===== src/pdov_regs.vh =====
// Register offsets, field positions and reset values of the port override block
`ifndef PDOV_REGS_VH
`define PDOV_REGS_VH
// Printed register indices; byte address is four times the index
`define PDOV_IDX_PORT_A_OUTPUT_VALUE_IN 8'h00
`define PDOV_IDX_PORT_A_OUTPUT_VALUE_DIR 8'h01
`define PDOV_IDX_PORT_A_OUTPUT_VALUE_OUT 8'h02
`define PDOV_IDX_PORT_B_OUTPUT_VALUE_DIR 8'h04
`define PDOV_IDX_PORT_B_OUTPUT_VALUE_OUT 8'h05
`define PDOV_IDX_MCU_CTRL 8'h35
// Own registers for port D and the loose control bits
`define PDOV_IDX_PORTD_IN 8'h40
`define PDOV_IDX_PORTD_DIR 8'h41
`define PDOV_IDX_PORTD_OUT 8'h42
`define PDOV_IDX_PERIPH_CTRL 8'h43
`define PDOV_IDX_PCMASK 8'h44
`define PDOV_IDX_IRQ_STATUS 8'h45
`define PDOV_IDX_IRQ_MASK 8'h46
// Control register fields
`define PDOV_MCU_PUD_BIT 4
`define PDOV_MCU_WMASK 8'hF3
// Peripheral control fields
`define PDOV_PC_TX0 0
`define PDOV_PC_RX0 1
`define PDOV_PC_TX1 2
`define PDOV_PC_RX1 3
`define PDOV_PC_SYNC1 4
`define PDOV_PC_GRP3 5
`define PDOV_PC_EXT_IRQ_0_IN 6
`define PDOV_PC_EXT_IRQ_1_IN 7
// Reset value of writable registers
`define PDOV_RST_BYTE 8'h00
`endif


===== src/pdov_pin.v =====
// Per-pin override mux: pull-up, direction, value and input enable
`timescale 1ns/1ps
`default_nettype none
module pdov_pin (
  // Port register bits
  input wire i_dir,
  input wire i_out,
  input wire i_pud,
  // Override controls
  input wire i_pullup_override_en,
  input wire i_pullup_override_val,
  input wire i_direction_override_en,
  input wire i_direction_override_val,
  input wire i_pin_value_override_en,
  input wire i_pin_value_override_val,
  input wire i_input_enable_override_en,
  input wire i_input_enable_override_val,
  input wire i_sleep,
  // Pin controls
  output wire o_pullup,
  output wire o_oe,
  output wire o_val,
  output wire o_die
);
  // Effective direction
  assign o_oe = i_direction_override_en ? i_direction_override_val : i_dir;
  // Pull-up: only for input with data one, gated by global disable
  assign o_pullup = i_pullup_override_en ? i_pullup_override_val : (~i_dir & i_out & ~i_pud);
  // Driven value
  assign o_val = i_pin_value_override_en ? i_pin_value_override_val : i_out;
  // Digital input enable; sleep gating overridden by alternate functions
  assign o_die = i_input_enable_override_en ? i_input_enable_override_val : ~i_sleep;
endmodule
`default_nettype wire


===== src/pdov_sync.v =====
// Two-stage synchroniser for a bus of pin levels
`timescale 1ns/1ps
`default_nettype none
module pdov_sync #(
  parameter WIDTH = 8
) (
  // Clock and reset
  input wire i_clock,
  input wire i_rst_n,
  // Data
  input wire [WIDTH-1:0] i_async,
  output reg [WIDTH-1:0] o_sync
);
  // First stage, read only by the second
  reg [WIDTH-1:0] meta;
  // Two flops before any logic sees a pin
  always @(posedge i_clock or negedge i_rst_n)
  begin
    if (!i_rst_n)
    begin
      meta <= {WIDTH{1'b0}};
      o_sync <= {WIDTH{1'b0}};
    end
    else
    begin
      meta <= i_async;
      o_sync <= meta;
    end
  end
endmodule
`default_nettype wire


===== src/pdov_top.v =====
// Port D alternate-function override with APB registers for ports A, B, D
//
// What this block does
// - Compare B out on pin 4 needs dir one
// - Pin 4 serial clock: dir one out, zero in
// - Serial clock active only in synchronous mode
// - Serial1 transmit forces pin 3 output, data
// - Serial1 receive forces pin 2 input
// - Forced input keeps pull-up from data bit
// - Serial0 transmit forces pin 1 output, data
// - Serial0 receive forces pin 0 input
// - Pins 7..4: compare value override, input force
// - Pins 3..0: tx, rx, interrupt overrides
// - Pin 0 feeds timer3 count input
// - Pins 0..4 are pin-change sources 24..28
// - Pins 3,2 feed external interrupts 1,0
// - Global pull-up disable kills all pull-ups
`timescale 1ns/1ps
`default_nettype none
`include "pdov_regs.vh"
module pdov_top (
  // Clock and reset
  input wire i_clock,
  input wire i_rst_n,
  // APB slave
  input wire i_psel,
  input wire i_penable,
  input wire i_pwrite,
  input wire [11:0] i_paddr,
  input wire [31:0] i_pwdata,
  output reg [31:0] o_prdata,
  output reg o_pready,
  output reg o_pslverr,
  // Port pins as out, oe and pullup each; port D adds input enable
  input wire [7:0] i_port_a_output_value_pin,
  output reg [7:0] o_port_a_output_value_out,
  output reg [7:0] o_port_a_output_value_oe,
  output reg [7:0] o_port_a_output_value_pullup,
  output reg [7:0] o_port_b_output_value_out,
  output reg [7:0] o_port_b_output_value_oe,
  output reg [7:0] o_port_b_output_value_pullup,
  input wire [7:0] i_portd_pin,
  output reg [7:0] o_portd_out,
  output reg [7:0] o_portd_oe,
  output reg [7:0] o_portd_pullup,
  output reg [7:0] o_portd_die,
  // Peripheral side signals
  input wire i_sleep,
  input wire i_timer1_compare_a_out,
  input wire i_timer1_compare_b_out,
  input wire i_timer2_compare_a_out,
  input wire i_timer2_compare_b_out,
  input wire [3:0] i_compare_enable,
  input wire i_serial0_transmit_pin,
  input wire i_serial1_transmit_pin,
  input wire i_serial1_ext_clock,
  output reg o_serial0_receive_pin,
  output reg o_serial1_receive_pin,
  output reg o_serial1_ext_clock,
  output reg o_timer1_capture_in,
  output reg o_timer3_count_in,
  output reg o_ext_irq_0_in,
  output reg o_ext_irq_1_in,
  output reg [7:0] o_pin_change_src,
  // Interrupt
  output reg o_irq
);
  // Register storage
  reg [7:0] port_a_output_value_dir;
  reg [7:0] port_a_output_value_out;
  reg [7:0] port_b_output_value_dir;
  reg [7:0] port_b_output_value_out;
  reg [7:0] portd_dir;
  reg [7:0] portd_out;
  reg [7:0] mcu_ctrl;
  reg [7:0] periph_ctrl;
  reg [7:0] pc_mask;
  reg [7:0] irq_status;
  reg [7:0] irq_mask;
  // Synchronised pin levels
  wire [7:0] port_a_output_value_sync;
  wire [7:0] portd_sync;
  reg [7:0] portd_prev;
  // Override vectors for port D
  reg [7:0] pullup_override_en;
  reg [7:0] pullup_override_val;
  reg [7:0] direction_override_en;
  reg [7:0] direction_override_val;
  reg [7:0] pin_value_override_en;
  reg [7:0] pin_value_override_val;
  reg [7:0] input_enable_override_en;
  wire [7:0] d_pull;
  wire [7:0] d_oe;
  wire [7:0] d_val;
  wire [7:0] d_die;
  // Bus decode
  wire [9:0] idx;
  wire wr_en;
  wire rd_en;
  wire global_pullup_disable;
  wire tx0;
  wire rx0;
  wire tx1;
  wire rx1;
  wire sync1;
  wire grp3;
  reg [7:0] rd_byte;
  reg hit;
  wire [7:0] events;

  assign idx = i_paddr[11:2];
  assign wr_en = i_psel & i_penable & i_pwrite & ~o_pready;
  assign rd_en = i_psel & i_penable & ~i_pwrite & ~o_pready;
  assign global_pullup_disable = mcu_ctrl[`PDOV_MCU_PUD_BIT];
  assign tx0 = periph_ctrl[`PDOV_PC_TX0];
  assign rx0 = periph_ctrl[`PDOV_PC_RX0];
  assign tx1 = periph_ctrl[`PDOV_PC_TX1];
  assign rx1 = periph_ctrl[`PDOV_PC_RX1];
  assign sync1 = periph_ctrl[`PDOV_PC_SYNC1];
  assign grp3 = periph_ctrl[`PDOV_PC_GRP3];

  // Pin inputs cross two flops before use
  pdov_sync #(.WIDTH(8)) u_sync_a (
    .i_clock(i_clock),
    .i_rst_n(i_rst_n),
    .i_async(i_port_a_output_value_pin),
    .o_sync(port_a_output_value_sync)
  );
  pdov_sync #(.WIDTH(8)) u_sync_d (
    .i_clock(i_clock),
    .i_rst_n(i_rst_n),
    .i_async(i_portd_pin),
    .o_sync(portd_sync)
  );

  // Override table for port D
  always @*
  begin
    pullup_override_en = 8'h00;
    pullup_override_val = 8'h00;
    direction_override_en = 8'h00;
    direction_override_val = 8'h00;
    // Compare outputs take the value only; direction stays with software
    pin_value_override_en = {i_compare_enable, 4'h0};
    pin_value_override_val = {i_timer2_compare_a_out, i_timer2_compare_b_out,
      i_timer1_compare_a_out, i_timer1_compare_b_out, 4'h0};
    // Serial clock out replaces compare value when synchronous and driven
    if (sync1 && portd_dir[4])
    begin
      pin_value_override_en[4] = 1'b1;
      pin_value_override_val[4] = i_serial1_ext_clock;
    end
    input_enable_override_en = pc_mask & {8{grp3}};
    input_enable_override_en[3] = input_enable_override_en[3] | periph_ctrl[`PDOV_PC_EXT_IRQ_1_IN];
    input_enable_override_en[2] = input_enable_override_en[2] | periph_ctrl[`PDOV_PC_EXT_IRQ_0_IN];
    // Pin 3: serial1 transmit
    pullup_override_en[3] = tx1;
    direction_override_en[3] = tx1;
    direction_override_val[3] = 1'b1;
    pin_value_override_en[3] = tx1;
    pin_value_override_val[3] = i_serial1_transmit_pin;
    // Pin 2: serial1 receive, pull-up follows data bit
    pullup_override_en[2] = rx1;
    pullup_override_val[2] = portd_out[2] & ~global_pullup_disable;
    direction_override_en[2] = rx1;
    // Pin 1: serial0 transmit
    pullup_override_en[1] = tx0;
    direction_override_en[1] = tx0;
    direction_override_val[1] = 1'b1;
    pin_value_override_en[1] = tx0;
    pin_value_override_val[1] = i_serial0_transmit_pin;
    // Pin 0: serial0 receive
    pullup_override_en[0] = rx0;
    pullup_override_val[0] = portd_out[0] & ~global_pullup_disable;
    direction_override_en[0] = rx0;
  end

  // One mux per pin
  genvar g;
  generate
    for (g = 0; g < 8; g = g + 1)
    begin : g_pin
      pdov_pin u_pin (
        .i_dir(portd_dir[g]),
        .i_out(portd_out[g]),
        .i_pud(global_pullup_disable),
        .i_pullup_override_en(pullup_override_en[g]),
        .i_pullup_override_val(pullup_override_val[g]),
        .i_direction_override_en(direction_override_en[g]),
        .i_direction_override_val(direction_override_val[g]),
        .i_pin_value_override_en(pin_value_override_en[g]),
        .i_pin_value_override_val(pin_value_override_val[g]),
        .i_input_enable_override_en(input_enable_override_en[g]),
        .i_input_enable_override_val(1'b1),
        .i_sleep(i_sleep),
        .o_pullup(d_pull[g]),
        .o_oe(d_oe[g]),
        .o_val(d_val[g]),
        .o_die(d_die[g])
      );
    end
  endgenerate

  // Read mux; unmapped addresses answer with an error
  always @*
  begin
    rd_byte = 8'h00;
    hit = 1'b1;
    case (idx[7:0])
      `PDOV_IDX_PORT_A_OUTPUT_VALUE_IN: rd_byte = port_a_output_value_sync;
      `PDOV_IDX_PORT_A_OUTPUT_VALUE_DIR: rd_byte = port_a_output_value_dir;
      `PDOV_IDX_PORT_A_OUTPUT_VALUE_OUT: rd_byte = port_a_output_value_out;
      `PDOV_IDX_PORT_B_OUTPUT_VALUE_DIR: rd_byte = port_b_output_value_dir;
      `PDOV_IDX_PORT_B_OUTPUT_VALUE_OUT: rd_byte = port_b_output_value_out;
      `PDOV_IDX_MCU_CTRL: rd_byte = mcu_ctrl;
      `PDOV_IDX_PORTD_IN: rd_byte = portd_sync;
      `PDOV_IDX_PORTD_DIR: rd_byte = portd_dir;
      `PDOV_IDX_PORTD_OUT: rd_byte = portd_out;
      `PDOV_IDX_PERIPH_CTRL: rd_byte = periph_ctrl;
      `PDOV_IDX_PCMASK: rd_byte = pc_mask;
      `PDOV_IDX_IRQ_STATUS: rd_byte = irq_status;
      `PDOV_IDX_IRQ_MASK: rd_byte = irq_mask;
      default: hit = 1'b0;
    endcase
    if (idx[9:8] != 2'b00)
    begin
      hit = 1'b0;
    end
  end

  // Pin-change events on enabled pins
  assign events = (portd_sync ^ portd_prev) & pc_mask & {8{grp3}};

  // Bus registers and sticky status; set wins over clear
  always @(posedge i_clock or negedge i_rst_n)
  begin
    if (!i_rst_n)
    begin
      port_a_output_value_dir <= `PDOV_RST_BYTE;
      port_a_output_value_out <= `PDOV_RST_BYTE;
      port_b_output_value_dir <= `PDOV_RST_BYTE;
      port_b_output_value_out <= `PDOV_RST_BYTE;
      portd_dir <= `PDOV_RST_BYTE;
      portd_out <= `PDOV_RST_BYTE;
      mcu_ctrl <= `PDOV_RST_BYTE;
      periph_ctrl <= `PDOV_RST_BYTE;
      pc_mask <= `PDOV_RST_BYTE;
      irq_status <= `PDOV_RST_BYTE;
      irq_mask <= `PDOV_RST_BYTE;
      portd_prev <= 8'h00;
      o_prdata <= 32'h0000_0000;
      o_pready <= 1'b0;
      o_pslverr <= 1'b0;
    end
    else
    begin
      portd_prev <= portd_sync;
      // One wait state: ready the cycle after access begins
      o_pready <= i_psel & i_penable & ~o_pready;
      o_pslverr <= (wr_en | rd_en) & ~hit;
      o_prdata <= rd_en ? {24'h00_0000, rd_byte} : 32'h0000_0000;
      irq_status <= irq_status | events;
      if (wr_en)
      begin
        case (idx[7:0])
          `PDOV_IDX_PORT_A_OUTPUT_VALUE_DIR: port_a_output_value_dir <= i_pwdata[7:0];
          `PDOV_IDX_PORT_A_OUTPUT_VALUE_OUT: port_a_output_value_out <= i_pwdata[7:0];
          `PDOV_IDX_PORT_B_OUTPUT_VALUE_DIR: port_b_output_value_dir <= i_pwdata[7:0];
          `PDOV_IDX_PORT_B_OUTPUT_VALUE_OUT: port_b_output_value_out <= i_pwdata[7:0];
          `PDOV_IDX_MCU_CTRL: mcu_ctrl <= i_pwdata[7:0] & `PDOV_MCU_WMASK;
          `PDOV_IDX_PORTD_DIR: portd_dir <= i_pwdata[7:0];
          `PDOV_IDX_PORTD_OUT: portd_out <= i_pwdata[7:0];
          `PDOV_IDX_PERIPH_CTRL: periph_ctrl <= i_pwdata[7:0];
          `PDOV_IDX_PCMASK: pc_mask <= i_pwdata[7:0];
          `PDOV_IDX_IRQ_STATUS: irq_status <= (irq_status & ~i_pwdata[7:0]) | events;
          `PDOV_IDX_IRQ_MASK: irq_mask <= i_pwdata[7:0];
          default: irq_mask <= irq_mask;
        endcase
      end
    end
  end

  // Registered pin controls and peripheral inputs
  always @(posedge i_clock or negedge i_rst_n)
  begin
    if (!i_rst_n)
    begin
      o_port_a_output_value_out <= 8'h00;
      o_port_a_output_value_oe <= 8'h00;
      o_port_a_output_value_pullup <= 8'h00;
      o_port_b_output_value_out <= 8'h00;
      o_port_b_output_value_oe <= 8'h00;
      o_port_b_output_value_pullup <= 8'h00;
      o_portd_out <= 8'h00;
      o_portd_oe <= 8'h00;
      o_portd_pullup <= 8'h00;
      o_portd_die <= 8'h00;
      o_serial0_receive_pin <= 1'b1;
      o_serial1_receive_pin <= 1'b1;
      o_serial1_ext_clock <= 1'b0;
      o_timer1_capture_in <= 1'b0;
      o_timer3_count_in <= 1'b0;
      o_ext_irq_0_in <= 1'b0;
      o_ext_irq_1_in <= 1'b0;
      o_pin_change_src <= 8'h00;
      o_irq <= 1'b0;
    end
    else
    begin
      // Plain ports A and B
      o_port_a_output_value_out <= port_a_output_value_out;
      o_port_a_output_value_oe <= port_a_output_value_dir;
      o_port_a_output_value_pullup <= ~port_a_output_value_dir & port_a_output_value_out & {8{~global_pullup_disable}};
      o_port_b_output_value_out <= port_b_output_value_out;
      o_port_b_output_value_oe <= port_b_output_value_dir;
      o_port_b_output_value_pullup <= ~port_b_output_value_dir & port_b_output_value_out & {8{~global_pullup_disable}};
      // Port D after overrides
      o_portd_out <= d_val;
      o_portd_oe <= d_oe;
      o_portd_pullup <= d_pull;
      o_portd_die <= d_die;
      // Pin levels handed to peripherals; receivers idle high when off
      o_serial0_receive_pin <= rx0 ? portd_sync[0] : 1'b1;
      o_serial1_receive_pin <= rx1 ? portd_sync[2] : 1'b1;
      // Clock input only in synchronous mode with pin as input
      o_serial1_ext_clock <= sync1 & ~portd_dir[4] & portd_sync[4];
      o_timer1_capture_in <= portd_sync[6];
      o_timer3_count_in <= portd_sync[0];
      o_ext_irq_0_in <= portd_sync[2];
      o_ext_irq_1_in <= portd_sync[3];
      // Bits 0..4 are sources 24..28, bits 5..7 carry 29..31
      o_pin_change_src <= portd_sync;
      o_irq <= |(irq_status & irq_mask);
    end
  end
endmodule
`default_nettype wire


===== config.mk =====
export PLATFORM = sky130hd
export DESIGN_NAME = pdov_top
export DESIGN_NICKNAME = d
export VERILOG_FILES = /design/src/pdov_pin.v /design/src/pdov_sync.v /design/src/pdov_top.v
export VERILOG_INCLUDE_DIRS = /design/src
export SDC_FILE = /design/constraint.sdc
export NUM_CORES = 1
export LEC_CHECK = 0
export BUFFER_PORTS_ARGS = -buffer_cell sky130_fd_sc_hd__buf_4
export CAP_MARGIN = 20
export CORE_MARGIN = 10
export CORE_UTILIZATION = 48
export CTS_BUF_LIST = sky130_fd_sc_hd__clkbuf_16
export DETAILED_ROUTE_END_ITERATION = 10
export HOLD_SLACK_MARGIN = 0.02
export PLACE_DENSITY = 0.72
export SLEW_MARGIN = 15
export SYNTH_ARGS = -nofsm -noshare
export SYNTH_HDL_FRONTEND = slang
export SYNTH_HIERARCHICAL = 1
export SYNTH_SLANG_ARGS = --single-unit

===== constraint.sdc =====
create_clock -name i_clock -period 2.17 [get_ports i_clock]
set_clock_uncertainty 0.2 [all_clocks]
set_input_delay 0.217 -clock i_clock [delete_from_list [all_inputs] [get_ports i_clock]]
set_output_delay 0.217 -clock i_clock [all_outputs]
set_load 0.01 [all_outputs]

==> summary.md <==
| Metric | Value |
|---|---|
| CP Capture Type | `flip-flop` |
| Gate power share | `7.0%` |
| Reg2reg path depth | `7` |
| CTS H-tree lvls | `1` |
| # clock sinks | `220` |
| Fill count | `1356` |
| Share of the synthesized area in the top cell type | `62.0%` |
| Placed cell areas | `0.0106 mm²` |
| Worst reg2reg setup slack | `180 ps` |
| Final ANT Viol Nets | `0` |
| VDD IR max | `0.637 mV` |
| Initial antenna violation count | `0` |
| Avg Cell Area, Syn | `13.7 µm²` |
| Max-cap violation count | `0` |
| Max Clock Freq | `502 MHz` |
| Chip width | `155 µm` |
| Syn Inst Count | `644` |
| Status | `completed` |
| Cell area after layout | `0.0119 mm²` |
| GRT Util Overall | `20.9%` |
| Net switching power | `2.05 mW` |
| Die H | `155 µm` |
| RSZ-0062 raised after global routing | `false` |
| Final setup violation count | `0` |
| Fin crit period | `1990 ps` |
| Async S/R FF share, synth | `100%` |
| Vias in the first global route | `6690` |
| Worst-Margin Slew | `741 ps` |
| Reg2reg start | `o_pready` |
| Overflow after GRT | `0` |
| Sequential share of the synthesized area | `62.6%` |
| Post-synth EDFFs | `0` |
| Leak Pwr | `6.01 nW` |
| Drt initial violations | `401` |
| CTS tree | `done` |
| Hold-critical path depth | `4` |
| Hold EP | `o_prdata[3]` |
| IO Pins | `207` |
| Final worst-path cycle share | `91.8%` |
| Hold crit path type | `input pin to flip-flop` |
| Ys flop type | `dfrtp_1` |
| Worst reg2reg path endpoint | `irq_mask[0]` |
| Rel. slew slack | `49.3%` |
| HP Start | `i_paddr[4]` |
| Pin count of the biggest net entering global routing | `54` |
| Sw Share | `22.7%` |
| Final Max Tran Viols | `0` |
| Commonest non-fill, non-tap cell in the layout | `dfrtp_1` |
| Core area | `0.0180 mm²` |
| Mapped Area | `0.00880 mm²` |
| PortBufs | `156` |
| Std-Cell Rows | `49` |
| GPL Wtd Cong | `0.866` |
| # DRC | `0` |
| Yosys Warn Count | `6` |
| Final hold slack | `42.4 ps` |
| Sequential share of power | `47.1%` |
| DPL Wire Length | `18.7 mm` |
| Via density | `5.26` |
| Clock share of power | `45.9%` |
| #FFs+latches synth | `220` |
| CTS Buffer Depth | `3` |
| Final hold violations | `0` |
| Internal power | `6.99 mW` |
| Kind of critical path | `flip-flop to flip-flop` |
| Drt total wl | `25.7 mm` |
| Area grow syn2layout | `35.0%` |
| PwrDens | `761 mW/mm²` |
| Root buf cell | `clkbuf_16` |
| Fin nets | `1005` |
| Die area | `0.0242 mm²` |
| Max Fanout on Critical Path | `11` |
| Starting density of the core | `48.8%` |
| Post-synthesis cell type with the largest combined area | `dfrtp_1` |
| Drt pass-1 iters | `5` |
| Netlist cell types | `56` |
| Synth top area cells | `dfrtp_1, mux2_2, buf_4` |
| Worst skew pair latency | `540 ps` |
| Most frequent cells in the layout | `dfrtp_1, buf_4, mux2_2` |
| CP required | `2390 ps` |
| Arrival time at the worst endpoint | `2210 ps` |
| First-pass GRT wire length | `39.7 mm` |
| Setup tns final | `0 ps` |
| Clock slew at reported path FFs | `60 ps` |
| Total CTS buffers | `24` |
| Routed WL per cell | `21.8 µm` |
| Layout cells sized above 1 | `37.9%` |
| Resize count post-CTS | `0` |
| Startpoint Class | `flip-flop` |
| Routed via count | `6182` |
## worst max-delay path, stage by stage, from the launching register on
cell and delay (ps):
dfrtp_1 390, nand3b_1 220, inv_1 90, and2_1 180, buf_12 160, and3_1 180, buf_4 150, mux2_2 330
## how the worst max path moves through the flow
stage                from           to  cells past startpoint
4_1_cts          o_pready  irq_mask[0]                      7
5_1_grt        i_paddr[8]    o_pslverr                      9
2_1_floorplan  i_paddr[6]  irq_mask[0]                      7
3_3_place_gp   i_paddr[2]  mcu_ctrl[6]                      7
3_5_place_dp   i_paddr[7]  o_prdata[3]                      8
6_report         o_pready  irq_mask[0]                      7
## routing by layer
layer,routed length (µm),GRT usage [%],share of wire (%)
met2,12700,34.6,49
met3,1580,3.80,6.1
met1,10800,27.6,42
met4,558,5.48,2.2
met5,0,0,0
## cell usage after synthesis (all sizes together) (2+ instances only)
| master | instances |
|---|---|
| dfstp | 2 |
| o41ai | 8 |
| o21ai | 23 |
| a22oi | 10 |
| clkbuf | 20 |
| and2 | 9 |
| nor4b | 4 |
| dfrtp | 218 |
| conb | 2 |
| mux2i | 14 |
| xor2 | 8 |
| nand4b | 2 |
| buf | 43 |
| nand4 | 3 |
| nand3b | 3 |
| a221oi | 4 |
| a32o | 6 |
| a221o | 2 |
| a31oi | 7 |
| a21oi | 9 |
| inv | 10 |
| and3 | 2 |
| nor3b | 17 |
| a22o | 11 |
| nor2b | 5 |
| nand2b | 4 |
| a21o | 3 |
| nor3 | 7 |
| nand3 | 10 |
| nand2 | 50 |
| a222oi | 4 |
| nor4 | 3 |
| nor2 | 12 |
| mux4 | 2 |
| mux2 | 97 |
## power by group through the flow
stage | Clock, mW | Combinational (mW) | Sequential, mW
2_1_floorplan | 0 | 0.240 | 4.34
3_3_place_gp | 0 | 0.567 | 4.32
3_5_place_dp | 0 | 0.576 | 4.33
4_1_cts | 4.22 | 0.641 | 4.26
5_1_grt | 4.40 | 0.695 | 4.26
6_report | 4.15 | 0.636 | 4.26
## final cells by class
type,instances,area (µm²),area share [%]
Sequential cell,220,5510,46.3
Multi-Input combinational cell,413,3110,26.2
Timing Repair Buffer,259,2120,17.9
Clock buffer,24,601,5.05
Tap cell,229,287,2.41
Clock inverter,20,219,1.84
Inverter,10,37.5,0.316
Antenna cell,1,2.50,0.0211
## logic make-up (layout without fill, tap and decap cells)
logic type / after synthesis / after routing / synth area share, %
simple gates: 137 / 137 / 9.03
buf+inv: 73 / 313 / 4.82
xor+xnor: 8 / 8 / 0.796
flops: 220 / 220 / 62.6
other cells: 2 / 65 / 0.0853
compound gates: 91 / 91 / 8.19
mux: 113 / 113 / 14.5
## timing repair
action                    4_1_cts  5_1_grt
hold endpoints to repair      344        0
buffers inserted                0        0
hold buffers                   43        0
## metrics by stage
stage / util (%) / total power [mW] / std cells / setup slack, ps
after global placement: 59.0 / 4.89 / 1088 / -143
after floorplan: - / 4.58 / 706 / 2.43
final: 65.9 / 9.04 / 1176 / 179
after detailed placement: 59.0 / 4.90 / 1088 / -127
after global routing: 65.9 / 9.36 / 1175 / 67.0
after CTS: 65.9 / 9.12 / 1175 / 190
Note: power is estimated with default switching activity, not from simulation.
